--- config.mk ---
export PLATFORM = sky130hd
export DESIGN_NAME = tas_alarm_irq
export DESIGN_NICKNAME = d
export VERILOG_FILES = /design/src/hdl/tas_pkg.sv /design/src/hdl/tas_alarm_irq.sv
export SDC_FILE = /design/constraint.sdc
export NUM_CORES = 1
export LEC_CHECK = 0
export BUFFER_PORTS_ARGS = -buffer_cell sky130_fd_sc_hd__clkbuf_2
export CAP_MARGIN = 20
export CORE_ASPECT_RATIO = 0.7
export CORE_MARGIN = 2
export CORE_UTILIZATION = 40
export CTS_CLUSTER_SIZE = 8
export DETAILED_ROUTE_END_ITERATION = 16
export PLACE_DENSITY = 0.63
export RECOVER_POWER = 25
export SLEW_MARGIN = 20
export SYNTH_ARGS = -nofsm -noshare
export SYNTH_HDL_FRONTEND = slang
export SYNTH_SLANG_ARGS = --single-unit
--- constraint.sdc ---
create_clock -name clk_sys -period 6.9 [get_ports clk_sys]
set_input_delay 1.035 -clock clk_sys [delete_from_list [all_inputs] [get_ports clk_sys]]
set_output_delay 1.035 -clock clk_sys [all_outputs]
set_load 0.005 [all_outputs]
--- src/hdl/tas_pkg.sv ---
// Constants and carrier types for the T1/E1 alarm status and mask block
package tas_pkg;
	// Register offsets on the parallel port
	localparam logic [7:0] ADDR_IDENT = 8'h0f;
	localparam logic [7:0] ADDR_LINE_STAT = 8'h18;
	localparam logic [7:0] ADDR_LINE_MASK = 8'h19;
	localparam logic [7:0] ADDR_LINK_STAT = 8'h1a;
	localparam logic [7:0] ADDR_LINK_MASK = 8'h1b;
	localparam logic [7:0] ADDR_CTRL_ONE = 8'h70;

	// Field positions in common_control_one
	localparam int unsigned CTRL_LOSS_FN_BIT = 0;
	localparam int unsigned CTRL_CRC_RECALC_BIT = 6;
	localparam int unsigned CTRL_MCLK_SRC_BIT = 7;

	// Field positions in line_alarm_status
	localparam int unsigned STAT_SYNC_LOSS_BIT = 0;
	localparam int unsigned STAT_SYNC_CLR_BIT = 4;

	// Reset values
	localparam logic [7:0] STAT_RESET = 8'h00;
	localparam logic [7:0] MASK_RESET = 8'h00;
	localparam logic [7:0] CTRL_RESET = 8'h00;

	// Consecutive zeros that declare carrier loss
	localparam logic [11:0] CL_ZEROS_E1 = 12'h0ff;
	localparam logic [11:0] CL_ZEROS_E1_EXT = 12'h800;
	localparam logic [11:0] CL_ZEROS_T1 = 12'h0c0;

	// Channel time (8 line bits) as a least time, rounded up to cycles
	localparam int unsigned CLK_PERIOD_PS = 8000;
	localparam int unsigned CHAN_E1_PS = 3906250;
	localparam int unsigned CHAN_T1_PS = 5181347;
	localparam logic [9:0] CHAN_E1_CYC =
		10'((CHAN_E1_PS + CLK_PERIOD_PS - 1) / CLK_PERIOD_PS);
	localparam logic [9:0] CHAN_T1_CYC =
		10'((CHAN_T1_PS + CLK_PERIOD_PS - 1) / CLK_PERIOD_PS);

	// Conditions reported by the line-side detectors
	typedef struct packed {
		logic sync_loss;
		logic all_ones;
		logic yellow;
		logic remote;
		logic dma;
		logic v5;
		logic loop_up;
		logic loop_down;
		logic spare;
	} tas_cond_s;

	// One parallel-port access
	typedef struct packed {
		logic [7:0] addr;
		logic wr;
		logic rd;
		logic [7:0] wdata;
	} tas_bus_s;
endpackage : tas_pkg

--- src/hdl/tas_alarm_irq.sv ---
// Alarm status latching, interrupt masking and common control bits
// What this block does
// - CRC recalc bit 0 selects normal CRC-4, 1 selects intermediate recalculation.
// - Master clock source bit picks dedicated pin at 0, system clock at 1.
// - Identification register is read-only; low nibble is die revision.
// - Upper identification nibble returns a fixed device identity code.
// - Sync loss bit is set while receiver is unsynchronized.
// - Carrier loss after 255/2048 zeros in E1, 192 in T1.
// - Unframed all-ones bit is set while that pattern arrives.
// - Yellow alarm bit set while yellow received, T1 mode only.
// - Sync loss clear event sets on gaining sync, held until read.
// - Carrier, all-ones, yellow clear events set when the condition ends.
// - First mask enables status interrupts; conditions fire on rising edge.
// - Remote alarm bit in E1 mode, interrupting on both edges.
// - Distant multiframe alarm bit in E1 mode, also under CCS.
// - V5.2 link bit in E1 mode when link identification seen.
// - Receive clock loss after one channel time without transition.
// - Transmit clock loss after one channel time; may drive loss output.
// - Loop-up, loop-down, spare code bits in T1 while code received.
// - Second mask bits enable both-edge interrupts; zero masks them.
// - Loss output function picks sync loss at 0, transmit clock loss at 1.
// - Loop code mask bits also enable both-edge interrupts.
`timescale 1ns/1ps
module tas_alarm_irq
	import tas_pkg::*;
#(
	parameter logic [3:0] DIE_REVISION = 4'h1, // Arbitrary value
	parameter logic [3:0] DEVICE_IDENTITY = 4'h5 // Arbitrary value
) (
	// Clock and reset
	input wire logic clk_sys,
	input wire logic rst_n,
	// Parallel register port
	input wire tas_bus_s host_bus,
	output logic [7:0] host_rdata,
	output logic irq_n,
	// Line-side detectors and pins
	input wire tas_cond_s det_cond,
	input wire logic e1_mode,
	input wire logic carrier_ext_threshold,
	input wire logic rx_bit_strobe,
	input wire logic receive_positive_input,
	input wire logic receive_negative_input,
	input wire logic receive_clock_input,
	input wire logic transmit_clock_pin,
	// Control outputs
	output logic crc_recalc_select,
	output logic master_clock_source_select,
	output logic loss_output
);
	logic [7:0] ctrl_reg;
	logic [7:0] line_mask_reg;
	logic [7:0] link_mask_reg;
	logic [15:0] stat_reg;
	logic [15:0] pend_reg;
	logic [15:0] cond_reg;
	logic [11:0] zero_cnt_reg;
	logic [1:0] clk_smp_reg;
	logic [9:0] idle_cnt_reg [2];
	logic [7:0] rdata_reg;
	logic irq_n_reg;
	logic crc_reg;
	logic mclk_reg;
	logic loss_reg;

	// Address decode
	wire logic sel_ident = host_bus.addr == ADDR_IDENT;
	wire logic sel_lstat = host_bus.addr == ADDR_LINE_STAT;
	wire logic sel_lmask = host_bus.addr == ADDR_LINE_MASK;
	wire logic sel_kstat = host_bus.addr == ADDR_LINK_STAT;
	wire logic sel_kmask = host_bus.addr == ADDR_LINK_MASK;
	wire logic sel_ctrl = host_bus.addr == ADDR_CTRL_ONE;
	wire logic wr_lmask = host_bus.wr && sel_lmask;
	wire logic wr_kmask = host_bus.wr && sel_kmask;
	wire logic wr_ctrl = host_bus.wr && sel_ctrl;
	wire logic rd_lstat = host_bus.rd && sel_lstat;
	wire logic rd_kstat = host_bus.rd && sel_kstat;
	wire logic [15:0] rd_clr = {{8{rd_kstat}}, {8{rd_lstat}}};

	// Carrier loss: consecutive zeros on both rails, saturating
	wire logic rx_zero = !receive_positive_input && !receive_negative_input;
	wire logic [11:0] cl_limit = !e1_mode ? CL_ZEROS_T1 :
		(carrier_ext_threshold ? CL_ZEROS_E1_EXT : CL_ZEROS_E1);
	wire logic carrier_loss = zero_cnt_reg >= cl_limit;
	wire logic [11:0] zero_cnt_next = !rx_bit_strobe ? zero_cnt_reg :
		(!rx_zero ? 12'h000 :
		(carrier_loss ? zero_cnt_reg : zero_cnt_reg + 12'h001));

	// Clock watchdogs, index 0 receive clock, 1 transmit clock
	wire logic [1:0] clk_pin = {transmit_clock_pin, receive_clock_input};
	wire logic [9:0] chan_cyc = e1_mode ? CHAN_E1_CYC : CHAN_T1_CYC;
	logic [1:0] clk_lost;
	logic [9:0] idle_cnt_next [2];
	genvar c;
	generate
		for (c = 0; c < 2; c++) begin : g_clk_watch
			assign clk_lost[c] = idle_cnt_reg[c] >= chan_cyc;
			assign idle_cnt_next[c] = (clk_pin[c] != clk_smp_reg[c]) ?
				10'h000 : (clk_lost[c] ? idle_cnt_reg[c] :
				idle_cnt_reg[c] + 10'h001);
		end
	endgenerate

	// Live conditions; yellow, E1 alarm and T1 code bits gated by line mode
	wire logic [7:0] line_cond = {4'h0,
		det_cond.yellow && !e1_mode,
		det_cond.all_ones,
		carrier_loss,
		det_cond.sync_loss};
	wire logic [7:0] link_cond = {
		det_cond.spare && !e1_mode,
		det_cond.loop_down && !e1_mode,
		det_cond.loop_up && !e1_mode,
		clk_lost[1],
		clk_lost[0],
		det_cond.v5 && e1_mode,
		det_cond.dma && e1_mode,
		det_cond.remote && e1_mode};
	wire logic [15:0] cond_now = {link_cond, line_cond};
	wire logic [15:0] rise = cond_now & ~cond_reg;
	wire logic [15:0] fall = ~cond_now & cond_reg;

	// Condition bits latch the level, clear events latch the fall
	wire logic [15:0] stat_set = {link_cond,
		fall[3:0],
		line_cond[3:0]};
	// Line conditions interrupt on rise only, link bits on both edges
	wire logic [15:0] irq_evt = {rise[15:8] | fall[15:8],
		fall[3:0], rise[3:0]};
	wire logic [15:0] mask_all = {link_mask_reg, line_mask_reg};

	// Status bits: set wins over clear-on-read
	logic [15:0] stat_next;
	logic [15:0] pend_next;
	genvar b;
	generate
		for (b = 0; b < 16; b++) begin : g_stat
			assign stat_next[b] = stat_set[b] ||
				(stat_reg[b] && !rd_clr[b]);
			assign pend_next[b] = irq_evt[b] ||
				(pend_reg[b] && !rd_clr[b]);
		end
	endgenerate

	wire logic irq_next = |(pend_reg & mask_all);

	// Read mux; unmapped addresses read as zero
	wire logic [7:0] rd_mux =
		sel_ident ? {DEVICE_IDENTITY, DIE_REVISION} :
		sel_lstat ? stat_reg[7:0] :
		sel_lmask ? line_mask_reg :
		sel_kstat ? stat_reg[15:8] :
		sel_kmask ? link_mask_reg :
		sel_ctrl ? ctrl_reg : 8'h00;
	wire logic [7:0] rdata_next = host_bus.rd ? rd_mux : rdata_reg;

	wire logic [7:0] ctrl_next = wr_ctrl ? host_bus.wdata : ctrl_reg;
	wire logic [7:0] lmask_next = wr_lmask ? host_bus.wdata : line_mask_reg;
	wire logic [7:0] kmask_next = wr_kmask ? host_bus.wdata : link_mask_reg;
	wire logic loss_next = ctrl_reg[CTRL_LOSS_FN_BIT] ?
		clk_lost[1] : line_cond[STAT_SYNC_LOSS_BIT];

	always_ff @(posedge clk_sys) begin
		if (!rst_n) begin
			ctrl_reg <= CTRL_RESET;
			line_mask_reg <= MASK_RESET;
			link_mask_reg <= MASK_RESET;
			stat_reg <= {STAT_RESET, STAT_RESET};
			pend_reg <= 16'h0000;
			cond_reg <= 16'h0000;
		end else begin
			ctrl_reg <= ctrl_next;
			line_mask_reg <= lmask_next;
			link_mask_reg <= kmask_next;
			stat_reg <= stat_next;
			pend_reg <= pend_next;
			cond_reg <= cond_now;
		end
	end

	always_ff @(posedge clk_sys) begin
		if (!rst_n) begin
			zero_cnt_reg <= 12'h000;
			clk_smp_reg <= 2'h0;
			idle_cnt_reg[0] <= 10'h000;
			idle_cnt_reg[1] <= 10'h000;
		end else begin
			zero_cnt_reg <= zero_cnt_next;
			clk_smp_reg <= clk_pin;
			idle_cnt_reg[0] <= idle_cnt_next[0];
			idle_cnt_reg[1] <= idle_cnt_next[1];
		end
	end

	// Outputs straight from flops
	always_ff @(posedge clk_sys) begin
		if (!rst_n) begin
			rdata_reg <= 8'h00;
			irq_n_reg <= 1'b1;
			crc_reg <= 1'b0;
			mclk_reg <= 1'b0;
			loss_reg <= 1'b0;
		end else begin
			rdata_reg <= rdata_next;
			irq_n_reg <= !irq_next;
			crc_reg <= ctrl_reg[CTRL_CRC_RECALC_BIT];
			mclk_reg <= ctrl_reg[CTRL_MCLK_SRC_BIT];
			loss_reg <= loss_next;
		end
	end

	assign host_rdata = rdata_reg;
	assign irq_n = irq_n_reg;
	assign crc_recalc_select = crc_reg;
	assign master_clock_source_select = mclk_reg;
	assign loss_output = loss_reg;
endmodule : tas_alarm_irq

# After elaboration in Yosys (flattened, before gate mapping)
# Memory sizes are Yosys's and may differ from the RTL's.
# Cells that the tools add are included.
# totals
reg_bits,98
latchBits,0
mem_bits_rw,20
romBits,0
word_cells,143
n_memories,1
# memory_table
name,depth,width,rd,rd_ports_with_merged_regs,wr,line_no,source
idle_cnt_reg,2,10,2,0,2,tas_alarm_irq.sv:59,logic [9:0] idle_cnt_reg [2];
# op_classes
addsub,3
n_mul,0
div,0
order_cmp,3
n_eq_ne,9
shift,0
muxes,20
bitwise_logic,8
reduce_logical,85
# ops
cell,n
two-way mux 10 bit,7
bitwise AND 16 bit,3
two-way mux 12 bit,4
two-way mux 8 bit,6
logical AND 1 bit,45
equality test 8 x 5 -> 1 bit (second input constant),4
logical OR 1 bit,32
inverter 16 bit,2
adder 10 x 1 -> 10 bit (second input constant),2
greater-or-equal comparator 10 bit,2
OR reduction 16 bit,1
adder 12 x 1 -> 12 bit (second input constant),1
greater-or-equal comparator 12 bit,1
equality test 8 x 4 -> 1 bit (second input constant),1
equality test 8 x 7 -> 1 bit (second input constant),1
bitwise OR 8 bit,1
zero test 1 bit,6
two-way mux 1 bit,3
inequality test 1 bit,2
inequality test 2 bit (second input constant),1
bitwise OR 1 bit,2
AND reduction 2 bit,1

# Longest topological paths before layout
# Gate-level depths: netlist of the first run.
# depth
ltp_word,7
ltp_mapped,10
mapped_depth_nobuf,8

# Worst setup path after synthesis of the first run
# OpenSTA, ideal clock, no wires.
# synth_path
path_type,input to register
from,input port e1_mode
to,register zero_cnt_reg[7]
setup_time_ns,0.071
t_arrival_ns,3.248
t_required_ns,6.829
slack_ns,3.581
cell_stages,10
n_path_buf,2
path_cell_list,clkbuf_1 -> nand2b_1 -> inv_1 -> ha_1 -> nand2b_1 -> a2111oi_2 -> nor3_1 -> buf_2 -> or4_1 -> a21oi_1
# synth_between
elab_chain_len,4
# synth_rtl
item,line_no,source
from (decl),tas_alarm_irq.sv:39,"input wire logic e1_mode,"
two-way mux 12 bit,tas_alarm_irq.sv:82,wire logic [11:0] cl_limit = !e1_mode ? CL_ZEROS_T1 :
greater-or-equal comparator 12 bit,tas_alarm_irq.sv:84,wire logic carrier_loss = zero_cnt_reg >= cl_limit;
inequality test 2 bit (no source line),n/a,
AND reduction 2 bit (no source line),n/a,
to (signal assigned),tas_alarm_irq.sv:188,zero_cnt_reg <= zero_cnt_next;
to (decl),tas_alarm_irq.sv:57,logic [11:0] zero_cnt_reg;
# Every way passes these cells.
# A chain may end at the register's enable or synchronous reset.

==> qor.yml, run 1 <==
outcome: "complete, but fails checks"
violations: "capacitance limit, slew limit"
place_hpwl_um: 9370
hold_viol: 0
antenna_found_initial: 0
crit_path_start_kind: "primary input"
cp.buffers_inverters: 3
cpMaxStageDelayCell: "clkbuf_1"
fmax_mhz: 260
io_pins: 48
synth_seq_cells: 114
synth_top_area_cell: "dfxtp_1"
cp_max_fo: 54
path_clk_slew_ns: 0.05
fp.dieW_um: 141
synthesis.instances: 574
final_util: 0.490
period_minus_slack_ns: 3.84
crit_chain: "clkbuf_1 -> clkinv_1 -> clkbuf_1 -> nor2_1 -> a22o_1"
die-area_um2: 14000
path_delay_family: "buffers and inverters"
synth.top_cell.area_share: 0.436
synth_ff_type: "dfxtp_1"
drc: 0
p_leak_nw: 2.46
ys_top_cells_by_area: "dfxtp_1, a21oi_1, ha_1"
gp_congestion: 0.889
io_buffers: 47
relSlewSlack: -0.597
irDropWorstVdd_mv: 0.179
largest_reg_flops: 20
drive_above_1_share: 0.134
end_kind: "register"
antenna_cells: 0
post-cts-setup-buffers: 0
grt.total_usage: 0.197
grt_pass1_vias: 4203
async_flop_share: 0
cts_buffers: 17
postRouteWirelength_um: 13200
placed_cells: 759
clk-insertion-delay-late_ns: 0.40
core.rowCount: 34
ant_nets: 0
synth_edf_count: 0
yosysSeqAreaShare: 0.436
overflow: 0
finalCritPeriodShare: 0.557
vias: 4478
viasPerCell: 5.66
crit_type: "primary input to register"
cts_root_buffer: "clkbuf_16"
cts_tree: "yes"
start_util: 0.416
grt_setup_unrepaired: "no"
report.final.slew_viol_count: 55
grt_pass1_wl_um: 21900
syn_nets: 630
hold_buffers: 0
synthesis.area_um2: 5240
yosysUniqueCellTypes: 55
synth_warnings: 0
synth_common_cells: "dfxtp_1, a21oi_1, nor2_1"
worst_pin_slew_ns: 2.40
drt_first_pass_iters: 5
drt_iter0_markers: 303
fin_cells: 791
tns_ns: 0
core_area_um2: 12600
area_growth_pct: 17.8
clock_skew_ns: 0.00590
fin_nets: 672
htreeDepth: 4
synth_area_per_cell_um2: 9.12
setup_viol: 0
grt_start_max_net_pins: 55
wl_per_cell_um: 16.7
max_cap_viol_count: 1
yosysMostFrequentCell: "dfxtp_1"
cts.path.max_buffers: 2
crit_arrival_ns: 4.14
min_path_type: "register to register"
cts_sinks: 114
cp_data_required_time_ns: 7.19
die_y_um: 99.7
cts-resized-gates: 0
max_stage_delay_ns: 1.71
p_per_area_nw_per_um2: 269
crit_path_frequent_cell: "clkbuf_1"
-- cells in the final DEF, fill, tap and decap left out, drive strengths merged, types with 12 or more instances in the layout --
master / count
dfxtp: 114
mux2i: 25
clkbuf: 68
nand2: 41
nor2: 49
nand3: 24
ha: 20
or4: 12
a21oi: 61
and2: 17
o21ai: 21
o31ai: 12
a21o: 12
-- per-stage QoR --
| step | power (mW) | hold WS (ns) | area (um^2) | setup slack (ns) |
|---|---|---|---|---|
| 6_report | 1.66 | 0.453 | 6170 | 3.06 |
| 5_1_grt | 1.72 | 0.467 | 6170 | 2.82 |
| 4_1_cts | 1.67 | 0.456 | 6190 | 3.62 |
| 3_5_place_dp | 0.795 | 0.436 | 5590 | 3.20 |
| 3_3_place_gp | 0.792 | 0.440 | 5590 | 3.33 |
| 2_1_floorplan | 0.759 | 0.421 | 5240 | 3.58 |
-- cells by family after synthesis --
family / count (synthesis) / synth area share
flip-flops: 114 / 0.436
AO/OA/AOI/OAI: 154 / 0.193
buffers and inverters: 36 / 0.0270
adder cells (fa/ha/maj): 20 / 0.0478
XOR/XNOR: 19 / 0.0318
multiplexers: 33 / 0.0650
AND/OR/NAND/NOR: 198 / 0.200
-- power by group --
group,leakage (nW),internal (mW),switching (mW)
sequential,0.928,0.677,0.0134
combinational,1.25,0.0363,0.0557
clock,0.281,0.560,0.318
total,2.46,1.27,0.387
-- layer usage --
metal,up-vias,share of wire,GRT usage,wire length [um]
met4,0,0.011,0.0669,143
met5,-,0,0,0
met3,14,0.056,0.0539,744
met2,105,0.43,0.296,5740
li1,2198,-,-,-
met1,2161,0.50,0.276,6610
-- final cells by class --
class	count	area [um^2]
fill	1194	6420
multi-input combinational	424	2810
sequential	114	2280
clock buffer	20	467
timing repair buffer	50	240
tap	162	203
clock inverter	12	130
inverter	9	33.8
-- path summary, 6_finish.rpt --
check | from | to | slack, ns | depth (start not counted)
setup / recovery | rst_n | host_rdata[1] | 3.06 | 5
hold / removal | stat_reg[9] | stat_reg[9] | 0.45 | 1
setup reg to reg | idle_cnt_reg[0][10] | idle_cnt_reg[0][19] | 4.37 | 7
hold reg to reg | stat_reg[9] | stat_reg[9] | 0.45 | 1
Power figures use the tool's default switching activity.
==> inputs of run 2 (changes only) <==
==> constraint.sdc (replaced) <==
create_clock -name clk_sys -period 3.95 [get_ports clk_sys]
set_input_delay 0.5925 -clock clk_sys [delete_from_list [all_inputs] [get_ports clk_sys]]
set_output_delay 0.5925 -clock clk_sys [all_outputs]
set_load 0.005 [all_outputs]
==> qor.yml, run 2 (synthesized netlist as in run 1, its figures left out) <==
grt.busiest_layer: "met1"
post-cts-setup-buffers: 0
relSlewSlack: 0.212
grt_start_max_net_pins: 42
p_leak_nw: 2.48
io_pins: 48
vias: 4420
grt_setup_unrepaired: "no"
antenna_found_initial: 0
fp.dieW_um: 141
grt_pass1_wl_um: 21300
cts_root_buffer: "clkbuf_16"
finalWorstSetupSlack_ns: 0.721
grt_pass1_vias: 4115
crit_path_start_kind: "primary input"
grt.total_usage: 0.195
crit_type: "primary input to register"
clk-insertion-delay-late_ns: 0.41
drive_above_1_share: 0.135
worst_pin_slew_ns: 1.18
wl_per_cell_um: 16.5
finalPower_mw: 2.90
report.final.slew_viol_count: 0
gp_congestion: 0.836
fin_nets: 674
hold_viol: 0
clock_skew_ns: 0.00835
cts_buffers: 17
area_growth_pct: 18.0
fmax_mhz: 310
irDropWorstVdd_mv: 0.325
met3_usage: 0.0597
fillers: 1213
cts_sinks: 114
cts_tree: "yes"
drc: 0
viasPerCell: 5.58
min_path_type: "primary input to register"
end_kind: "register"
max_cap_viol_count: 0
start_util: 0.416
hold_buffers: 0
htreeDepth: 4
path_clk_slew_ns: 0.05
crit_arrival_ns: 3.55
overflow: 0
grtUsageMet2: 0.278
core_area_um2: 12600
largest_reg_flops: 20
die_y_um: 99.7
core.rowCount: 34
antenna_cells: 0
final_common_cell: "dfxtp_1"
setup_viol: 0
cts-resized-gates: 0
die-area_um2: 14000
finalCritPeriodShare: 0.817
use_met1: 0.286
tns_ns: 0
final_util: 0.491
cts.path.max_buffers: 2
outcome: "complete, no violations"
place_hpwl_um: 9550
cp_max_fo: 17
drt_iter0_markers: 307
postRouteWirelength_um: 13100
io_buffers: 47
drt_first_pass_iters: 4
p_per_area_nw_per_um2: 469
final_cell_mix: "dfxtp_1, a21oi_1, nor2_1"
post-place-ws_ns: 0.688
ant_nets: 0
period_minus_slack_ns: 3.23
cp_data_required_time_ns: 4.27
==> run 2: changes by cell type in the layout (fill, tap and decap cells not counted) <==
cell / previous run / this run
clkinv_4: 0 / 1
clkinv_2: 3 / 6
inv_6: 2 / 0
bufinv_16: 2 / 3
and2_0: 5 / 6
clkbuf_2: 36 / 37
clkbuf_8: 3 / 2
clkinvlp_4: 5 / 1
and2_1: 12 / 11
buf_4: 2 / 4
==> run 2: metal layers <==
layer,vias up,share of wire
li1,2206,-
met1,2085,0.51
met4,0,0.0087
met2,120,0.42
met3,9,0.062
met5,-,0
==> run 2: path summary, 6_finish.rpt <==
path	cells after the start	startpoint	slack (ns)	endpoint
worst max-delay path	8	e1_mode	0.72	zero_cnt_reg[5]
worst max register to register	7	idle_cnt_reg[0][10]	1.40	idle_cnt_reg[0][19]
worst min-delay path	2	receive_clock_input	0.43	clk_smp_reg[0]
worst min register to register	2	stat_reg[6]	0.46	stat_reg[6]
==> run 2: worst max-delay path, cell delays in order <==
cell	delay, ns
clkbuf_1	0.57
nand2b_1	0.33
ha_1	0.38
a21oi_1	0.19
a21oi_1	0.11
o41a_1	0.62
or4_1	0.59
a21oi_1	0.16
==> run 2: layout make-up <==
cell class | instances | area [um^2] | share of cell area
Clock buffer | 20 | 457 | 0.0739
Timing Repair Buffer | 52 | 256 | 0.0415
Sequential cell | 114 | 2280 | 0.369
Inverter | 9 | 33.8 | 0.00547
Clock inverter | 11 | 136 | 0.0221
Multi-Input combinational cell | 424 | 2810 | 0.455
Tap cell | 162 | 203 | 0.0328
==> run 2: stage by stage <==
stage	hold WS, ns	cell area (um^2)	cells
after floorplan	0.421	5240	574
after global placement	0.438	5600	761
after detailed placement	0.448	5600	761
after CTS	0.417	6200	792
after global routing	0.426	6180	792
final	0.429	6180	792
==> run 2: power by group <==
| part | leakage (nW) | total [mW] | internal (mW) | switching (mW) |
|---|---|---|---|---|
| clock network | 0.295 | 1.53 | 1.01 | 0.519 |
| registers | 0.928 | 1.21 | 1.18 | 0.0222 |
| logic | 1.26 | 0.161 | 0.0630 | 0.0984 |
==> inputs of run 3 (changes only) <==
==> constraint.sdc (replaced) <==
create_clock -name clk_sys -period 3.3 [get_ports clk_sys]
set_input_delay 0.495 -clock clk_sys [delete_from_list [all_inputs] [get_ports clk_sys]]
set_output_delay 0.495 -clock clk_sys [all_outputs]
set_load 0.005 [all_outputs]
==> qor.yml, run 3 (synthesized netlist as in run 1, its figures left out) <==
post-cts-setup-buffers: 0
drive_above_1_share: 0.146
grt_pass1_wl_um: 22000
holdWs_ns: 0.335
fin_nets: 675
gp_congestion: 0.880
report.final.slew_viol_count: 0
worst_pin_slew_ns: 1.34
cts_sinks: 114
die-area_um2: 14000
final_cell_mix: "dfxtp_1, a21oi_1, nor2_1"
core_area_um2: 12600
postLayoutCellArea_um2: 6160
largest_reg_flops: 20
cts-resized-gates: 0
finalPower_mw: 3.36
tns_ns: 0
final_common_cell: "dfxtp_1"
antenna_cells: 0
hold_buffers: 0
wl_per_cell_um: 16.4
crit_path_start_kind: "primary input"
grt.total_usage: 0.200
io_buffers: 47
crit_arrival_ns: 3.07
cts_root_buffer: "clkbuf_16"
grt_pass1_vias: 4272
whs_path_depth: 2
area_growth_pct: 17.7
htreeDepth: 4
relSlewSlack: 0.103
finalWorstSetupSlack_ns: 0.553
start_util: 0.416
end_kind: "register"
die_y_um: 99.7
place_hpwl_um: 9470
placed_cells: 762
p_leak_nw: 2.46
overflow: 0
worst_r2r_path_depth: 7
path_clk_slew_ns: 0.05
p_per_area_nw_per_um2: 546
fp.dieW_um: 141
period_minus_slack_ns: 2.75
cts_tree: "yes"
grt_setup_unrepaired: "no"
cp_max_fo: 25
vias: 4442
postPlaceCellArea_um2: 5610
io_pins: 48
outcome: "complete, no violations"
clk-insertion-delay-late_ns: 0.41
fmax_mhz: 364
fin_cells: 794
min_path_type: "primary input to register"
viasPerCell: 5.59
cp_data_required_time_ns: 3.62
finalCritPeriodShare: 0.833
crit_type: "primary input to register"
drt_first_pass_iters: 5
ant_nets: 0
core.rowCount: 34
irDropWorstVdd_mv: 0.423
drt_iter0_markers: 377
cts.path.max_buffers: 2
post-place-ws_ns: 0.161
drc: 0
antenna_found_initial: 0
postRouteWirelength_um: 13100
hold_viol: 0
setup_viol: 0
clock_skew_ns: 0.0123
grt_start_max_net_pins: 26
max_cap_viol_count: 0
final_util: 0.489
cts_buffers: 17
-- run 3: cell types whose count changed in the layout (fill, tap and decap cells not counted) --
cell,delta
clkbuf_1,-5
clkinvlp_4,+5
clkbuf_2,+4
inv_6,+4
clkinv_2,-3
bufinv_16,-2
clkbuf_8,-2
buf_1,+1
nor3_1,-1
nor3_2,+1
-- run 3: cell type report --
cell class,count,area [um^2]
Inverter,9,33.8
Tap cell,162,203
Clock buffer,17,425
Timing Repair Buffer,53,265
Clock inverter,15,134
Fill cell,1202,6430
Sequential cell,114,2280
Multi-Input combinational cell,424,2820
-- run 3: final timing paths --
| kind | start | end | slack, ns |
|---|---|---|---|
| min reg2reg | stat_reg[1] | stat_reg[1] | 0.46 |
| max reg2reg | idle_cnt_reg[0][10] | idle_cnt_reg[0][15] | 0.75 |
| max | rst_n | pend_reg[1] | 0.55 |
| min | transmit_clock_pin | clk_smp_reg[1] | 0.33 |
-- run 3: layer usage --
metal  vias up  share of wire  wire, um  track usage
li1       2209              -         -            -
met4         0          0.012       160       0.0577
met2       130           0.40      5250        0.280
met1      2089           0.52      6770        0.297
met3        14          0.068       884       0.0563
met5         -              0         0            0
-- run 3: power breakdown --
group / internal [mW] / switching (mW)
Sequential: 1.41 / 0.0282
Clock: 1.04 / 0.687
Combinational: 0.0764 / 0.120
-- run 3: worst max-delay path: stages --
cell      delay [ns]
clkbuf_1        0.95
clkinv_1        0.84
clkbuf_2        0.47
o31ai_1         0.29
